<file path="config.mk">
export PLATFORM = sky130hd
export DESIGN_NAME = edsc_top
export DESIGN_NICKNAME = d
export VERILOG_FILES = /design/src/rtl/edsc_pkg.sv /design/src/rtl/edsc_top.sv
export SDC_FILE = /design/constraint.sdc
export NUM_CORES = 1
export LEC_CHECK = 0
export BUFFER_PORTS_ARGS = -buffer_cell sky130_fd_sc_hd__buf_2
export CORE_ASPECT_RATIO = 0.6
export CORE_UTILIZATION = 64
export DETAILED_ROUTE_END_ITERATION = 16
export PLACE_DENSITY = 0.83
export SETUP_SLACK_MARGIN = 0.5
export SYNTH_ARGS = -nofsm -noshare
export SYNTH_HDL_FRONTEND = slang
export SYNTH_SLANG_ARGS = --single-unit
</file>
<file path="constraint.sdc">
create_clock -name pclk -period 5.85 [get_ports pclk]
set_clock_uncertainty 0.2 [all_clocks]
set_input_delay 0.585 -clock pclk [delete_from_list [all_inputs] [get_ports pclk]]
set_output_delay 0.585 -clock pclk [all_outputs]
set_load 0.01 [all_outputs]
</file>
<file path="src/rtl/edsc_pkg.sv">
// Purpose: Shared constants and types of the end device sleep controller
// Assumes: 25 MHz pclk, 10 ms timer base
// Notes: Timer fields count in units of the 10 ms base tick
package edsc_pkg;
    // Register byte offsets
    localparam logic [7:0] ADDR_CTRL = 8'h00;
    localparam logic [7:0] ADDR_POLL = 8'h04;
    localparam logic [7:0] ADDR_INACT = 8'h08;
    localparam logic [7:0] ADDR_MULT = 8'h0c;
    localparam logic [7:0] ADDR_STAT = 8'h10;

    // Control field positions
    localparam int CTRL_SM_LSB = 0;
    localparam int CTRL_SO_LSB = 4;
    localparam int CTRL_FP_LSB = 8;
    // Status field positions
    localparam int STAT_STATE_LSB = 0;
    localparam int STAT_AWAKE_BIT = 4;
    localparam int STAT_JOINED_BIT = 5;
    localparam int STAT_ROUTE_BIT = 6;
    localparam int STAT_WCNT_LSB = 16;

    // Mode encodings
    localparam logic [2:0] SM_OFF = 3'h0;
    localparam logic [2:0] SM_PIN = 3'h1;
    localparam logic [2:0] SM_CYC = 3'h4;
    localparam logic [2:0] SM_CYC_PIN = 3'h5;
    localparam logic [2:0] SO_NONE = 3'h0;
    localparam logic [2:0] SO_LONG = 3'h4;
    localparam logic [2:0] FP_CTS_FLOW = 3'h1;

    // Reset values
    localparam logic [11:0] POLL_RST = 12'h0c8;
    localparam logic [15:0] INACT_RST = 16'h01f4;
    localparam logic [15:0] MULT_RST = 16'h0001;

    // Timing
    localparam int CLK_NS = 40;
    localparam int TICK_NS = 10000000;
    localparam int TICK_CYCLES_DFLT = TICK_NS / CLK_NS;
    localparam int TICK_MS = 10;
    localparam int POLL_INTERVAL_MS = 100;
    localparam int POLL_MAX_MS = 28000;
    localparam int BUTTON_MS = 30000;
    localparam logic [3:0] POLL_TICKS = 4'(POLL_INTERVAL_MS / TICK_MS);
    localparam logic [11:0] POLL_MAX = 12'(POLL_MAX_MS / TICK_MS);
    localparam logic [11:0] BUTTON_TICKS = 12'(BUTTON_MS / TICK_MS);

    typedef enum logic [3:0] {
        ST_AWAKE = 4'h1,
        ST_PEND = 4'h2,
        ST_ASLEEP = 4'h4,
        ST_SILENT = 4'h8
    } edsc_state_e;
endpackage : edsc_pkg

</file>
<file path="src/rtl/edsc_top.sv">
// Purpose: Sleep and wake sequencer of a mesh end device, APB registers
// Assumes: Pins and stack strobes synchronous to pclk
// Notes: Stack events are one-cycle pulses, busy flags are levels
// What this block does
// - Mode zero never sleeps, acts as router
// - Leaving mode zero triggers leave and rejoin
// - Awake indicator low asleep, high awake
// - CTS high asleep, low awake unless flow control holds it high
// - Mode one: sleep follows request pin level
// - Pin sleep waits for transfers to finish
// - Sleep deferred until join attempt finishes
// - Serial activity ignored while asleep, radio taken only in silent polls
// - Pin low wakes device, CTS low ready
// - Unjoined device scans for network on waking
// - Joined device polls on wake, every 100ms
// - Modes four, five cyclic; five wakes on fall
// - Received data restarts inactivity timer
// - Options zero: period times multiplier, max 28s
// - Poll each period, indicate every multiplier-th
// - Radio data in silent poll raises indicator
// - Options four sleeps whole product unbroken
// - Button press keeps device awake 30 seconds
//
// Chosen here: the placing of the registers and register access over APB.
module edsc_top
    import edsc_pkg::*;
#(
    parameter int unsigned TICK_CYCLES = TICK_CYCLES_DFLT
) (
    input wire logic pclk,
    input wire logic presetn,
    input wire logic psel,
    input wire logic penable,
    input wire logic pwrite,
    input wire logic [7:0] paddr,
    input wire logic [31:0] pwdata,
    output logic [31:0] prdata,
    output logic pready,
    output logic pslverr,
    input wire logic sleep_request_pin,
    input wire logic commission_button,
    input wire logic joined,
    input wire logic join_busy,
    input wire logic txrx_busy,
    input wire logic serial_rx_evt,
    input wire logic radio_rx_evt,
    input wire logic uart_rx_full,
    output logic awake_indicator,
    output logic cts_n,
    output logic routing_mode,
    output logic sleeping,
    output logic serial_rx_accept,
    output logic radio_rx_accept,
    output logic poll_req,
    output logic scan_start,
    output logic leave_rejoin
);
    localparam logic [17:0] TICK_LAST = 18'(TICK_CYCLES - 1);

    logic [2:0] sleep_mode_select;
    logic [2:0] sleep_options;
    logic [2:0] flow_pin_function;
    logic [11:0] poll_period;
    logic [15:0] inactivity_time;
    logic [15:0] wake_indicate_multiplier;

    edsc_state_e state;
    edsc_state_e next_state;
    logic [17:0] div_cnt;
    logic tick;
    logic pin_q;
    logic pin_fall;
    logic cyclic;
    logic awake_st;
    logic rx_any;
    logic [15:0] inact_cnt;
    logic [11:0] btn_cnt;
    logic [11:0] slp_cnt;
    logic [15:0] wake_cnt;
    logic [3:0] poll_cnt;
    logic period_end;
    logic wake_last;
    logic waking;
    logic idle_ok;
    logic [11:0] poll_eff;
    logic [15:0] mult_eff;
    logic [11:0] next_poll_wr;
    logic addr_ok;
    logic wr_en;
    logic setup;
    logic [31:0] rd_mux;

    // APB slave, zero wait states
    assign pready = 1'b1;
    assign setup = psel & ~penable;
    assign wr_en = psel & penable & pwrite & addr_ok;
    assign pslverr = psel & penable & ~addr_ok;

    always_comb begin
        addr_ok = 1'b1;
        rd_mux = 32'h0000_0000;
        case (paddr)
            ADDR_CTRL: begin
                rd_mux[CTRL_SM_LSB +: 3] = sleep_mode_select;
                rd_mux[CTRL_SO_LSB +: 3] = sleep_options;
                rd_mux[CTRL_FP_LSB +: 3] = flow_pin_function;
            end
            ADDR_POLL: rd_mux[11:0] = poll_period;
            ADDR_INACT: rd_mux[15:0] = inactivity_time;
            ADDR_MULT: rd_mux[15:0] = wake_indicate_multiplier;
            ADDR_STAT: begin
                rd_mux[STAT_STATE_LSB +: 4] = state;
                rd_mux[STAT_AWAKE_BIT] = awake_indicator;
                rd_mux[STAT_JOINED_BIT] = joined;
                rd_mux[STAT_ROUTE_BIT] = routing_mode;
                rd_mux[STAT_WCNT_LSB +: 16] = wake_cnt;
            end
            default: addr_ok = 1'b0;
        endcase
    end

    // Read data is captured in the setup cycle so it is stable at pready
    always_ff @(posedge pclk or negedge presetn) begin
        if (!presetn) begin
            prdata <= 32'h0000_0000;
        end else if (setup && !pwrite) begin
            prdata <= rd_mux;
        end
    end

    // Clamp because the parent cannot hold data longer than that
    always_comb begin
        next_poll_wr = pwdata[11:0];
        if (pwdata[11:0] > POLL_MAX) begin
            next_poll_wr = POLL_MAX;
        end
    end

    always_ff @(posedge pclk or negedge presetn) begin
        if (!presetn) begin
            sleep_mode_select <= SM_OFF;
            sleep_options <= SO_NONE;
            flow_pin_function <= 3'h0;
            poll_period <= POLL_RST;
            inactivity_time <= INACT_RST;
            wake_indicate_multiplier <= MULT_RST;
        end else if (wr_en) begin
            case (paddr)
                ADDR_CTRL: begin
                    sleep_mode_select <= pwdata[CTRL_SM_LSB +: 3];
                    sleep_options <= pwdata[CTRL_SO_LSB +: 3];
                    flow_pin_function <= pwdata[CTRL_FP_LSB +: 3];
                end
                ADDR_POLL: poll_period <= next_poll_wr;
                ADDR_INACT: inactivity_time <= pwdata[15:0];
                ADDR_MULT: wake_indicate_multiplier <= pwdata[15:0];
                default: ;
            endcase
        end
    end

    // Leaving router mode: drop out of the network and rejoin
    always_ff @(posedge pclk or negedge presetn) begin
        if (!presetn) begin
            leave_rejoin <= 1'b0;
        end else begin
            leave_rejoin <= wr_en && paddr == ADDR_CTRL &&
                sleep_mode_select == SM_OFF &&
                pwdata[CTRL_SM_LSB +: 3] != SM_OFF;
        end
    end

    // Timer base
    always_ff @(posedge pclk or negedge presetn) begin
        if (!presetn) begin
            div_cnt <= 18'h00000;
        end else if (div_cnt == TICK_LAST) begin
            div_cnt <= 18'h00000;
        end else begin
            div_cnt <= div_cnt + 18'h00001;
        end
    end
    assign tick = div_cnt == TICK_LAST;

    always_ff @(posedge pclk or negedge presetn) begin
        if (!presetn) begin
            pin_q <= 1'b0;
        end else begin
            pin_q <= sleep_request_pin;
        end
    end
    assign pin_fall = pin_q & ~sleep_request_pin;

    assign cyclic = sleep_mode_select == SM_CYC ||
        sleep_mode_select == SM_CYC_PIN;
    assign awake_st = state == ST_AWAKE || state == ST_PEND;
    // Serial is shut out in silent polls, only the radio is listening
    assign serial_rx_accept = serial_rx_evt & awake_st;
    assign radio_rx_accept = radio_rx_evt &
        (awake_st | state == ST_SILENT);
    assign rx_any = serial_rx_accept | radio_rx_accept;
    assign idle_ok = ~txrx_busy & ~join_busy;
    assign poll_eff = poll_period == 12'h000 ? 12'h001 : poll_period;
    assign mult_eff = wake_indicate_multiplier == 16'h0000 ?
        16'h0001 : wake_indicate_multiplier;
    assign period_end = state == ST_ASLEEP && cyclic && tick &&
        slp_cnt == 12'h000;
    assign wake_last = (wake_cnt + 16'h0001) >= mult_eff;

    always_comb begin
        next_state = state;
        case (state)
            ST_AWAKE: begin
                if (commission_button || btn_cnt != 12'h000) begin
                    next_state = ST_AWAKE;
                end else if (sleep_mode_select == SM_PIN &&
                        sleep_request_pin) begin
                    next_state = ST_PEND;
                end else if (cyclic && inact_cnt == 16'h0000) begin
                    next_state = ST_PEND;
                end
            end
            ST_PEND: begin
                if (sleep_mode_select == SM_OFF) begin
                    next_state = ST_AWAKE;
                end else if (sleep_mode_select == SM_PIN &&
                        !sleep_request_pin) begin
                    next_state = ST_AWAKE;
                end else if (commission_button || btn_cnt != 12'h000) begin
                    next_state = ST_AWAKE;
                end else if (cyclic && rx_any) begin
                    next_state = ST_AWAKE;
                end else if (idle_ok) begin
                    next_state = ST_ASLEEP;
                end
            end
            ST_ASLEEP: begin
                if (sleep_mode_select == SM_OFF || commission_button) begin
                    next_state = ST_AWAKE;
                end else if (sleep_mode_select == SM_PIN) begin
                    if (!sleep_request_pin) begin
                        next_state = ST_AWAKE;
                    end
                end else if (!cyclic) begin
                    next_state = ST_AWAKE;
                end else if (sleep_mode_select == SM_CYC_PIN && pin_fall) begin
                    next_state = ST_AWAKE;
                end else if (period_end) begin
                    if (wake_last) begin
                        next_state = ST_AWAKE;
                    end else if (sleep_options != SO_LONG) begin
                        next_state = ST_SILENT;
                    end
                end
            end
            ST_SILENT: begin
                if (radio_rx_accept || commission_button || !cyclic) begin
                    next_state = ST_AWAKE;
                end else if (sleep_mode_select == SM_CYC_PIN && pin_fall) begin
                    next_state = ST_AWAKE;
                end else if (tick && idle_ok) begin
                    next_state = ST_ASLEEP;
                end
            end
            default: next_state = ST_AWAKE;
        endcase
    end

    always_ff @(posedge pclk or negedge presetn) begin
        if (!presetn) begin
            state <= ST_AWAKE;
        end else begin
            state <= next_state;
        end
    end

    assign waking = next_state == ST_AWAKE &&
        (state == ST_ASLEEP || state == ST_SILENT);

    // Inactivity timer, restarted on wake and by every accepted reception in cyclic modes
    always_ff @(posedge pclk or negedge presetn) begin
        if (!presetn) begin
            inact_cnt <= 16'h0000;
        end else if (waking || (rx_any && cyclic)) begin
            inact_cnt <= inactivity_time;
        end else if (tick && inact_cnt != 16'h0000) begin
            inact_cnt <= inact_cnt - 16'h0001;
        end
    end

    // Commissioning hold-awake window
    always_ff @(posedge pclk or negedge presetn) begin
        if (!presetn) begin
            btn_cnt <= 12'h000;
        end else if (commission_button) begin
            btn_cnt <= BUTTON_TICKS;
        end else if (tick && btn_cnt != 12'h000) begin
            btn_cnt <= btn_cnt - 12'h001;
        end
    end

    // Sleep period timer, one poll period per load
    always_ff @(posedge pclk or negedge presetn) begin
        if (!presetn) begin
            slp_cnt <= 12'h000;
        end else if ((next_state == ST_ASLEEP && state == ST_PEND) ||
                period_end) begin
            slp_cnt <= poll_eff - 12'h001;
        end else if ((state == ST_ASLEEP || state == ST_SILENT) && tick &&
                slp_cnt != 12'h000) begin
            // Silent poll time counts toward the period, no drift per poll
            slp_cnt <= slp_cnt - 12'h001;
        end
    end

    // Counts elapsed periods toward the multiplier
    always_ff @(posedge pclk or negedge presetn) begin
        if (!presetn) begin
            wake_cnt <= 16'h0000;
        end else if (next_state == ST_AWAKE) begin
            wake_cnt <= 16'h0000;
        end else if (period_end) begin
            wake_cnt <= wake_cnt + 16'h0001;
        end
    end

    // Poll interval while awake as a joined end device
    always_ff @(posedge pclk or negedge presetn) begin
        if (!presetn) begin
            poll_cnt <= 4'h0;
        end else if (waking || !awake_st) begin
            poll_cnt <= POLL_TICKS - 4'h1;
        end else if (tick) begin
            if (poll_cnt == 4'h0) begin
                poll_cnt <= POLL_TICKS - 4'h1;
            end else begin
                poll_cnt <= poll_cnt - 4'h1;
            end
        end
    end

    always_ff @(posedge pclk or negedge presetn) begin
        if (!presetn) begin
            poll_req <= 1'b0;
        end else if (!joined || sleep_mode_select == SM_OFF) begin
            poll_req <= 1'b0;
        end else begin
            poll_req <= waking ||
                (next_state == ST_SILENT && state != ST_SILENT) ||
                (awake_st && tick && poll_cnt == 4'h0);
        end
    end

    always_ff @(posedge pclk or negedge presetn) begin
        if (!presetn) begin
            scan_start <= 1'b0;
        end else begin
            scan_start <= waking && !joined;
        end
    end

    // Indicators; a silent poll keeps them in the sleep state
    always_ff @(posedge pclk or negedge presetn) begin
        if (!presetn) begin
            awake_indicator <= 1'b1;
            sleeping <= 1'b0;
        end else begin
            awake_indicator <= next_state == ST_AWAKE ||
                next_state == ST_PEND;
            sleeping <= next_state == ST_ASLEEP ||
                next_state == ST_SILENT;
        end
    end

    // Flow control can only add a hold, never release CTS while asleep
    always_ff @(posedge pclk or negedge presetn) begin
        if (!presetn) begin
            cts_n <= 1'b0;
        end else begin
            cts_n <= !(next_state == ST_AWAKE || next_state == ST_PEND) ||
                (flow_pin_function == FP_CTS_FLOW &&
                uart_rx_full);
        end
    end

    always_ff @(posedge pclk or negedge presetn) begin
        if (!presetn) begin
            routing_mode <= 1'b1;
        end else begin
            routing_mode <= sleep_mode_select == SM_OFF;
        end
    end
endmodule : edsc_top

</file>
==> results of run 1 <==
[power breakdown]
part	internal [mW]	switching (mW)
combinational	0.0444	0.0873
sequential	1.22	0.0125
clock	0.608	0.532
total	1.87	0.632
[synthesized netlist by cell type, drive strengths merged (5+ instances only)]
master	n
a222oi	6
clkbuf	24
a21oi	24
or3	13
inv	27
nor3	42
nand4	15
and2	8
nand2b	9
nand3	38
o21ai	51
nand2	133
nor2b	11
buf	15
dfrtp	162
nor2	87
nor4	18
mux2	51
and3	8
mux2i	13
dfstp	13
o22a	5
a22o	12
ha	22
xnor2	28
or4	7
xor2	47
[cells by family after synthesis]
group	Yosys count	synth area share, %
AND/OR/NAND/NOR	411	22.0
flip-flops	175	46.6
AO/OA/AOI/OAI	136	9.68
XOR/XNOR	75	6.97
multiplexers	67	8.59
buffers and inverters	66	3.19
adder cells (fa/ha/maj)	22	2.92
other	1	0.0398
[critical path, delay by kind of cell, from the launching register on]
family | cells | cell delay (ps)
AO/OA/AOI/OAI | 3 | 1080
XOR/XNOR | 1 | 90
adder cells (fa/ha/maj) | 2 | 550
flip-flops | 1 | 440
AND/OR/NAND/NOR | 9 | 1960
[layout make-up]
class | count | area (um2) | share of cell area, %
antenna | 1 | 2.50 | 0.0237
clock buffer | 17 | 425 | 4.03
clock inverter | 15 | 168 | 1.59
inverter | 27 | 101 | 0.961
multi-input combinational | 712 | 4730 | 44.9
sequential | 175 | 4400 | 41.7
tap | 192 | 240 | 2.28
timing repair buffer | 89 | 482 | 4.57
[path summary, 6_finish.rpt]
path,from,end,slack [ps]
setup / recovery,wake_cnt[0]$_DFFE_PN0P_,cts_n$_DFF_PN0_,1390
hold / removal,sleep_request_pin,pin_q$_DFF_PN0_,130
setup reg to reg,wake_cnt[0]$_DFFE_PN0P_,cts_n$_DFF_PN0_,1390
hold reg to reg,prdata[21]$_DFFE_PN0P_,prdata[21]$_DFFE_PN0P_,270
max in group asynchronous,presetn,inact_cnt[0]$_DFFE_PN0P_,3610
min in group asynchronous,presetn,btn_cnt[5]$_DFFE_PN0P_,500
[state kept, by name (all words and copies together) (netlist names), 3 cells and up]
name	flops
btn_cnt	12
wake_indicate_multiplier	16
flow_pin_function	3
div_cnt	18
sleep_mode_select	3
inact_cnt	16
sleep_options	3
poll_period	12
state	4
inactivity_time	16
poll_cnt	4
wake_cnt	16
prdata	32
slp_cnt	12
[through the flow]
step	area, um2	util (%)
2_1_floorplan	9430	-
3_5_place_dp	9940	71.0
6_report	10500	75.4
4_1_cts	10500	75.3
3_3_place_gp	9940	71.0
5_1_grt	10500	75.3
[routing by layer]
layer | vias to the layer above | part of all wire [%] | track usage, %
li1 | 3527 | - | -
met1 | 3775 | 44 | 50.4
met2 | 426 | 41 | 48.1
met3 | 66 | 11 | 7.83
met4 | 0 | 2.8 | 13.3
met5 | - | 0 | 0
==> impl_metrics.json, run 1 <==
{
  "outcome": "finished, final reports clean",
  "vias": 7794,
  "post_cts_hold_buffer_count": 1,
  "timing.hold.worst_path_depth": 1,
  "post_placement_worst_setup_slack_ps": 1530,
  "distinct_cells_synth": 79,
  "fin_tns_setup_ps": 0,
  "synth.top_cells.by_area": "sky130_fd_sc_hd__dfrtp_1 43%, sky130_fd_sc_hd__nand2_1 5.2%, sky130_fd_sc_hd__mux2_2 4.9%, sky130_fd_sc_hd__xor2_1 4.4%, sky130_fd_sc_hd__dfstp_2 3.6%",
  "post_cts_buffers": 0,
  "grtUsageTotal_pct": 34.0,
  "max-slew-margin-rel_pct": 35.1,
  "cts_root_buf": "sky130_fd_sc_hd__clkbuf_16",
  "die_width_um": 159,
  "worstSetupStartpointType": "flop",
  "gr-total-overflow": 0,
  "summed_instance_area_of_the_synthesized_netlist_mm2": 0.00943,
  "fin_total_pwr_mw": 2.51,
  "cts_tree": "done",
  "design.final.nets": 1097,
  "wire_length_of_the_first_global_routing_pass_um": 38500,
  "stdcell_count": 1228,
  "critical_path_arrival_ps": 4560,
  "yosys.area.top_type": "sky130_fd_sc_hd__dfrtp_1",
  "ff2ff_path_depth": 15,
  "timing.final.max_slew_violations": 0,
  "cts_inserted_buffers": 17,
  "cap_viol_max_count": 0,
  "final_weighted_congestion_in_routability_driven_placement": 0.929,
  "core_region_area_mm2": 0.0140,
  "synth_async_sr_flop_share_pct": 100,
  "h-tree-depth": 4,
  "io-pin-count": 96,
  "synth-edff-count": 0,
  "layout_common_cells": "162 x sky130_fd_sc_hd__dfrtp_1, 131 x sky130_fd_sc_hd__nand2_1, 86 x sky130_fd_sc_hd__nor2_1",
  "critPathKind": "flop to flop",
  "fmax_ghz": 0.224,
  "rsz_0062_raised_after_global_routing": "false",
  "share_of_post_route_cells_with_drive_strength_above_1_pct": 20.6,
  "synthToLayoutAreaGrowth_pct": 11.9,
  "maximum_number_of_pins_on_one_net_before_global_route_repair": 70,
  "die_area_mm2": 0.0152,
  "finalWorstSetupSlack_ps": 1390,
  "worstSkewPairLatency_ps": 430,
  "cts_num_sinks": 175,
  "critPathMostFrequentCell": "sky130_fd_sc_hd__nand3_1",
  "vias_per_cell": 6.35,
  "port_buffers": 78,
  "finalHoldViolCount": 0,
  "floorplan.rows": 33,
  "post-route-period-util_pct": 76.2,
  "yosysTopAreaCellShare_pct": 43.0,
  "post-route-drc-count": 0,
  "cts_resized": 0,
  "initial_utilization_pct": 67.3,
  "cp_slowest_stage_delay_ps": 620,
  "syn_nets": 1028,
  "critical-path-slowest-cell": "sky130_fd_sc_hd__a211o_1",
  "fin_hold_ws_ps": 130,
  "via_count_of_the_first_global_routing_pass": 7282,
  "dr.pass1.iters": 6,
  "initialDrtViolationCount": 835,
  "post_drt_wl_per_cell_um": 19.7,
  "netlist_instances": 953,
  "place_inst": 1194,
  "mostFrequentLayoutCell": "sky130_fd_sc_hd__dfrtp_1",
  "cp_data_required_time_ps": 5950,
  "tightest_slew_ps": 974,
  "antenna_left": 0,
  "holdCritPathClass": "input pin to flop",
  "antenna_found_initial": 1,
  "postSynth.topFlopCell": "sky130_fd_sc_hd__dfrtp_1",
  "path_clk_slew_ps": 70,
  "finalSetupViolCount": 0,
  "worstPathCellList": "ha_1, nand3_1, nor3_1, and3_1, nand3_1, nor2_1, xor2_1, ha_1, nand4_1, nor3_1, o311ai_0, nand3_1, a211o_1, o21bai_1, nand2_1",
  "crit_path_max_fanout": 18,
  "fillerInstances": 945,
  "dp.final_hpwl_um": 17100,
  "worstSetupEndpointType": "flop",
  "yosys_warnings": 0,
  "power.ir.vdd_worst_uv": 155,
  "route.final.wire_length_um": 24200,
  "syn_avg_cell_area_um2": 9.89,
  "leakage_nw": 5.08,
  "die-height_um": 96,
  "yosys_register_bits": 175,
  "finalCriticalPeriod_ps": 4460,
  "clock_path_buffers": 2,
  "synth.yosys.seq_area_share_pct": 46.6,
  "power_per_cell_area_mw_per_mm2": 238
}
Note: power is estimated with default switching activity, not from simulation.
==> inputs of run 2 (changes only) <==
--- a/config.mk
+++ b/config.mk
@@ -5,11 +5,12 @@
 export SDC_FILE = /design/constraint.sdc
 export NUM_CORES = 1
 export LEC_CHECK = 0
+export ABC_AREA = 1
 export BUFFER_PORTS_ARGS = -buffer_cell sky130_fd_sc_hd__buf_2
 export CORE_ASPECT_RATIO = 0.6
-export CORE_UTILIZATION = 64
+export CORE_UTILIZATION = 54
 export DETAILED_ROUTE_END_ITERATION = 16
-export PLACE_DENSITY = 0.83
+export PLACE_DENSITY = 0.74
 export SETUP_SLACK_MARGIN = 0.5
 export SYNTH_ARGS = -nofsm -noshare
 export SYNTH_HDL_FRONTEND = slang
==> constraint.sdc (replaced) <==
create_clock -name pclk -period 3.8 [get_ports pclk]
set_clock_uncertainty 0.2 [all_clocks]
set_input_delay 0.38 -clock pclk [delete_from_list [all_inputs] [get_ports pclk]]
set_output_delay 0.38 -clock pclk [all_outputs]
set_load 0.01 [all_outputs]
==> run 2 against run 1 <==
  * The run now ends with setup timing left
  * Hold slack lost 120 ps
  * Non-clock buffer count grew 65
  * Combinational power grew 95%
  * Highest routed layer unchanged
  * Clock-buffer cell count grew 2
==> impl_metrics.json, run 2 <==
{
  "fin_total_pwr_mw": 3.90,
  "vias_per_cell": 5.63,
  "fin_tns_setup_ps": -6040,
  "cp_data_required_time_ps": 3960,
  "synth-compound-area-share_pct": 13.1,
  "leakage_nw": 5.85,
  "vias": 9266,
  "finalHoldViolCount": 0,
  "design.final.nets": 1474,
  "synth-simple-area-share_pct": 27.4,
  "crit_path_max_fanout": 8,
  "synth-edff-count": 0,
  "cts_inserted_buffers": 17,
  "power.ir.vdd_worst_uv": 351,
  "tightest_slew_ps": 983,
  "post-route-util_pct": 68.9,
  "final_weighted_congestion_in_routability_driven_placement": 0.984,
  "largest_register_ff_count": 32,
  "largest-register": "prdata",
  "dp.final_hpwl_um": 19700,
  "wire_length_of_the_first_global_routing_pass_um": 44800,
  "initial_utilization_pct": 56.1,
  "worstSetupStartpointType": "flop",
  "insertedDiodeCount": 0,
  "clock_path_buffers": 2,
  "h-tree-depth": 4,
  "power_per_cell_area_mw_per_mm2": 325,
  "mostFrequentLayoutCell": "sky130_fd_sc_hd__nand2_1",
  "timing.final.max_slew_violations": 0,
  "finalCriticalPeriod_ps": 4010,
  "floorplan.rows": 37,
  "yosys_warnings": 0,
  "grtUsageTotal_pct": 31.4,
  "met2RoutedLength_um": 11900,
  "synth.yosys.seq_area_share_pct": 45.0,
  "via_count_of_the_first_global_routing_pass": 8454,
  "rrSetupSlack_ps": -210,
  "synth.top_cells.by_area": "sky130_fd_sc_hd__dfrtp_1 41%, sky130_fd_sc_hd__nand2_1 11%, sky130_fd_sc_hd__inv_1 6.8%, sky130_fd_sc_hd__o21ai_0 5.0%, sky130_fd_sc_hd__nand3_1 4.3%",
  "holdCritPathClass": "input pin to flop",
  "die-height_um": 106,
  "syn_avg_cell_area_um2": 7.77,
  "yosysTopAreaCellShare_pct": 41.5,
  "outcome": "complete, but fails checks",
  "worstSkewPairLatency_ps": 440,
  "worst_hold_path.endpoint": "poll_period[9]$_DFFE_PN0P_",
  "post-route-drc-count": 0,
  "io-pin-count": 96,
  "finalWorstSetupSlack_ps": -214,
  "dr.pass1.iters": 5,
  "distinct_cells_synth": 62,
  "cts_root_buf": "sky130_fd_sc_hd__clkbuf_16",
  "postSynth.topFlopCell": "sky130_fd_sc_hd__dfrtp_1",
  "layout_common_cells": "253 x sky130_fd_sc_hd__nand2_1, 175 x sky130_fd_sc_hd__inv_1, 162 x sky130_fd_sc_hd__dfrtp_1",
  "maximum_number_of_pins_on_one_net_before_global_route_repair": 97,
  "route.met3.wl_um": 3060,
  "synthAdderAreaFrac_pct": 2.82,
  "synthXorXnorAreaFrac_pct": 2.60,
  "port_buffers": 78,
  "met1_length_um": 13300,
  "yosys_register_bits": 175,
  "synthToLayoutAreaGrowth_pct": 22.7,
  "ff2ff_path_depth": 23,
  "yosys.area.top_type": "sky130_fd_sc_hd__dfrtp_1",
  "max-slew-margin-rel_pct": 34.3,
  "fmax_ghz": 0.249,
  "reg_top3": "prdata: 32 flops, div_cnt: 18 flops",
  "largest_family_of_logic_cells_by_synthesized_area": "simple AND/OR/NAND/NOR gates",
  "top_routing_layer_in_use": "met4",
  "path_clk_slew_ps": 70,
  "gr-total-overflow": 0,
  "syn_nets": 1332,
  "synth_most_common_cell": "sky130_fd_sc_hd__nand2_1",
  "initialDrtViolationCount": 923,
  "cts_num_sinks": 175,
  "rsz_0062_raised_after_global_routing": "true",
  "cap_viol_max_count": 0,
  "worstSetupEndpointType": "flop",
  "violations": "setup timing",
  "antenna_found_initial": 0,
  "ys_top_cells_by_count": "287 x sky130_fd_sc_hd__nand2_1, 178 x sky130_fd_sc_hd__inv_1, 162 x sky130_fd_sc_hd__dfrtp_1",
  "share_of_post_route_cells_with_drive_strength_above_1_pct": 23.4,
  "critical_path.reg2reg.startpoint": "wake_cnt[0]$_DFFE_PN0P_",
  "antenna_left": 0,
  "synthMuxAreaShare_pct": 0.115,
  "netlist_instances": 1257,
  "critical_path_arrival_ps": 4180,
  "finalSetupViolCount": 39,
  "route.final.wire_length_um": 28600,
  "min-delay-start": "pwdata[9]",
  "synth_async_sr_flop_share_pct": 100,
  "die_area_mm2": 0.0187,
  "critPathKind": "flop to flop",
  "post_drt_wl_per_cell_um": 17.4,
  "summed_instance_area_of_the_synthesized_netlist_mm2": 0.00977,
  "die_width_um": 176,
  "post-route-period-util_pct": 106,
  "crit-reg2reg-capture": "wake_cnt[2]$_DFFE_PN0P_",
  "cts_tree": "done",
  "core_region_area_mm2": 0.0174,
  "timing.hold.worst_path_depth": 3
}
==> run 2: cells by family after synthesis <==
kind of cell	after synthesis
compound gates	216
xor+xnor	29
fa+ha+maj	22
buf+inv	222
flops	175
mux	1
other cells	1
simple gates	591
==> run 2: cell type report <==
class,instances,area (um2)
flip-flops and latches,175,4400
clock inverters,13,131
well taps,234,293
fillers,1394,5420
inverters,189,712
clock buffers,19,433
repair buffers,154,1120
multi-input cells,862,4900
==> run 2: worst max-delay path by stage <==
stage / from / to / slack (ps) / cells after the start
3_3_place_gp: wake_cnt[0]$_DFFE_PN0P_ / wake_cnt[0]$_DFFE_PN0P_ / -30 / 22
4_1_cts: wake_cnt[1]$_DFFE_PN0P_ / state[2]$_DFF_PN0_ / -40 / 22
5_1_grt: wake_cnt[0]$_DFFE_PN0P_ / cts_n$_DFF_PN0_ / -450 / 23
3_5_place_dp: wake_cnt[1]$_DFFE_PN0P_ / wake_cnt[0]$_DFFE_PN0P_ / -100 / 21
6_report: wake_cnt[0]$_DFFE_PN0P_ / wake_cnt[2]$_DFFE_PN0P_ / -210 / 23
2_1_floorplan: wake_cnt[0]$_DFFE_PN0P_ / inact_cnt[12]$_DFFE_PN0P_ / 400 / 24
==> run 2: critical path, cell delays in order (launching register included) <==
cell and delay, ps:
sky130_fd_sc_hd__dfrtp_1 410, sky130_fd_sc_hd__ha_2 230, sky130_fd_sc_hd__nand2_2 80, sky130_fd_sc_hd__nor2_4 130, sky130_fd_sc_hd__nand3_2 100, sky130_fd_sc_hd__nor3_4 230
sky130_fd_sc_hd__nand3_2 140, sky130_fd_sc_hd__nor3_4 170, sky130_fd_sc_hd__nand3_2 120, sky130_fd_sc_hd__xor2_2 160, sky130_fd_sc_hd__ha_1 290, sky130_fd_sc_hd__nand4_1 130
sky130_fd_sc_hd__a21oi_2 50, sky130_fd_sc_hd__nor3_2 160, sky130_fd_sc_hd__nand3_1 150, sky130_fd_sc_hd__nand2_2 140, sky130_fd_sc_hd__nand2_2 60, sky130_fd_sc_hd__o21ai_1 70
sky130_fd_sc_hd__nand2_1 100, sky130_fd_sc_hd__a21boi_4 220, sky130_fd_sc_hd__buf_6 180, sky130_fd_sc_hd__buf_4 130, sky130_fd_sc_hd__nand3_4 150, sky130_fd_sc_hd__nor2_1 150
==> run 2: where the power goes <==
group	switching, mW	internal (mW)
Combinational	0.169	0.0886
Clock	0.812	0.918
Sequential	0.0203	1.89
Total	1.00	2.89
==> run 2: per-stage QoR <==
step / cell area [um2] / instances / setup WS (ps) / hold slack (ps)
2_1_floorplan: 9840 / 1257 / 401 / -116
3_3_place_gp: 10700 / 1572 / -32.8 / 250
3_5_place_dp: 10700 / 1572 / -96.5 / 253
4_1_cts: 11700 / 1643 / -35.5 / 1.12
5_1_grt: 12000 / 1646 / -446 / 12.6
6_report: 12000 / 1646 / -214 / 14.0
==> run 2: timing repair <==
action,4_1_cts,5_1_grt
pin swaps,9,24
resized for setup,50,59
hold buffers,6,0
cloned,2,0
setup endpoints to repair,39,46
buffers inserted,31,3
hold endpoints to repair,87,0
==> run 2: metal layers <==
layer | vias to the layer above | global-route usage, %
li1 | 4396 | -
met4 | 0 | 8.45
met1 | 4407 | 46.9
met5 | - | 0
met3 | 32 | 10.4
met2 | 431 | 43.0
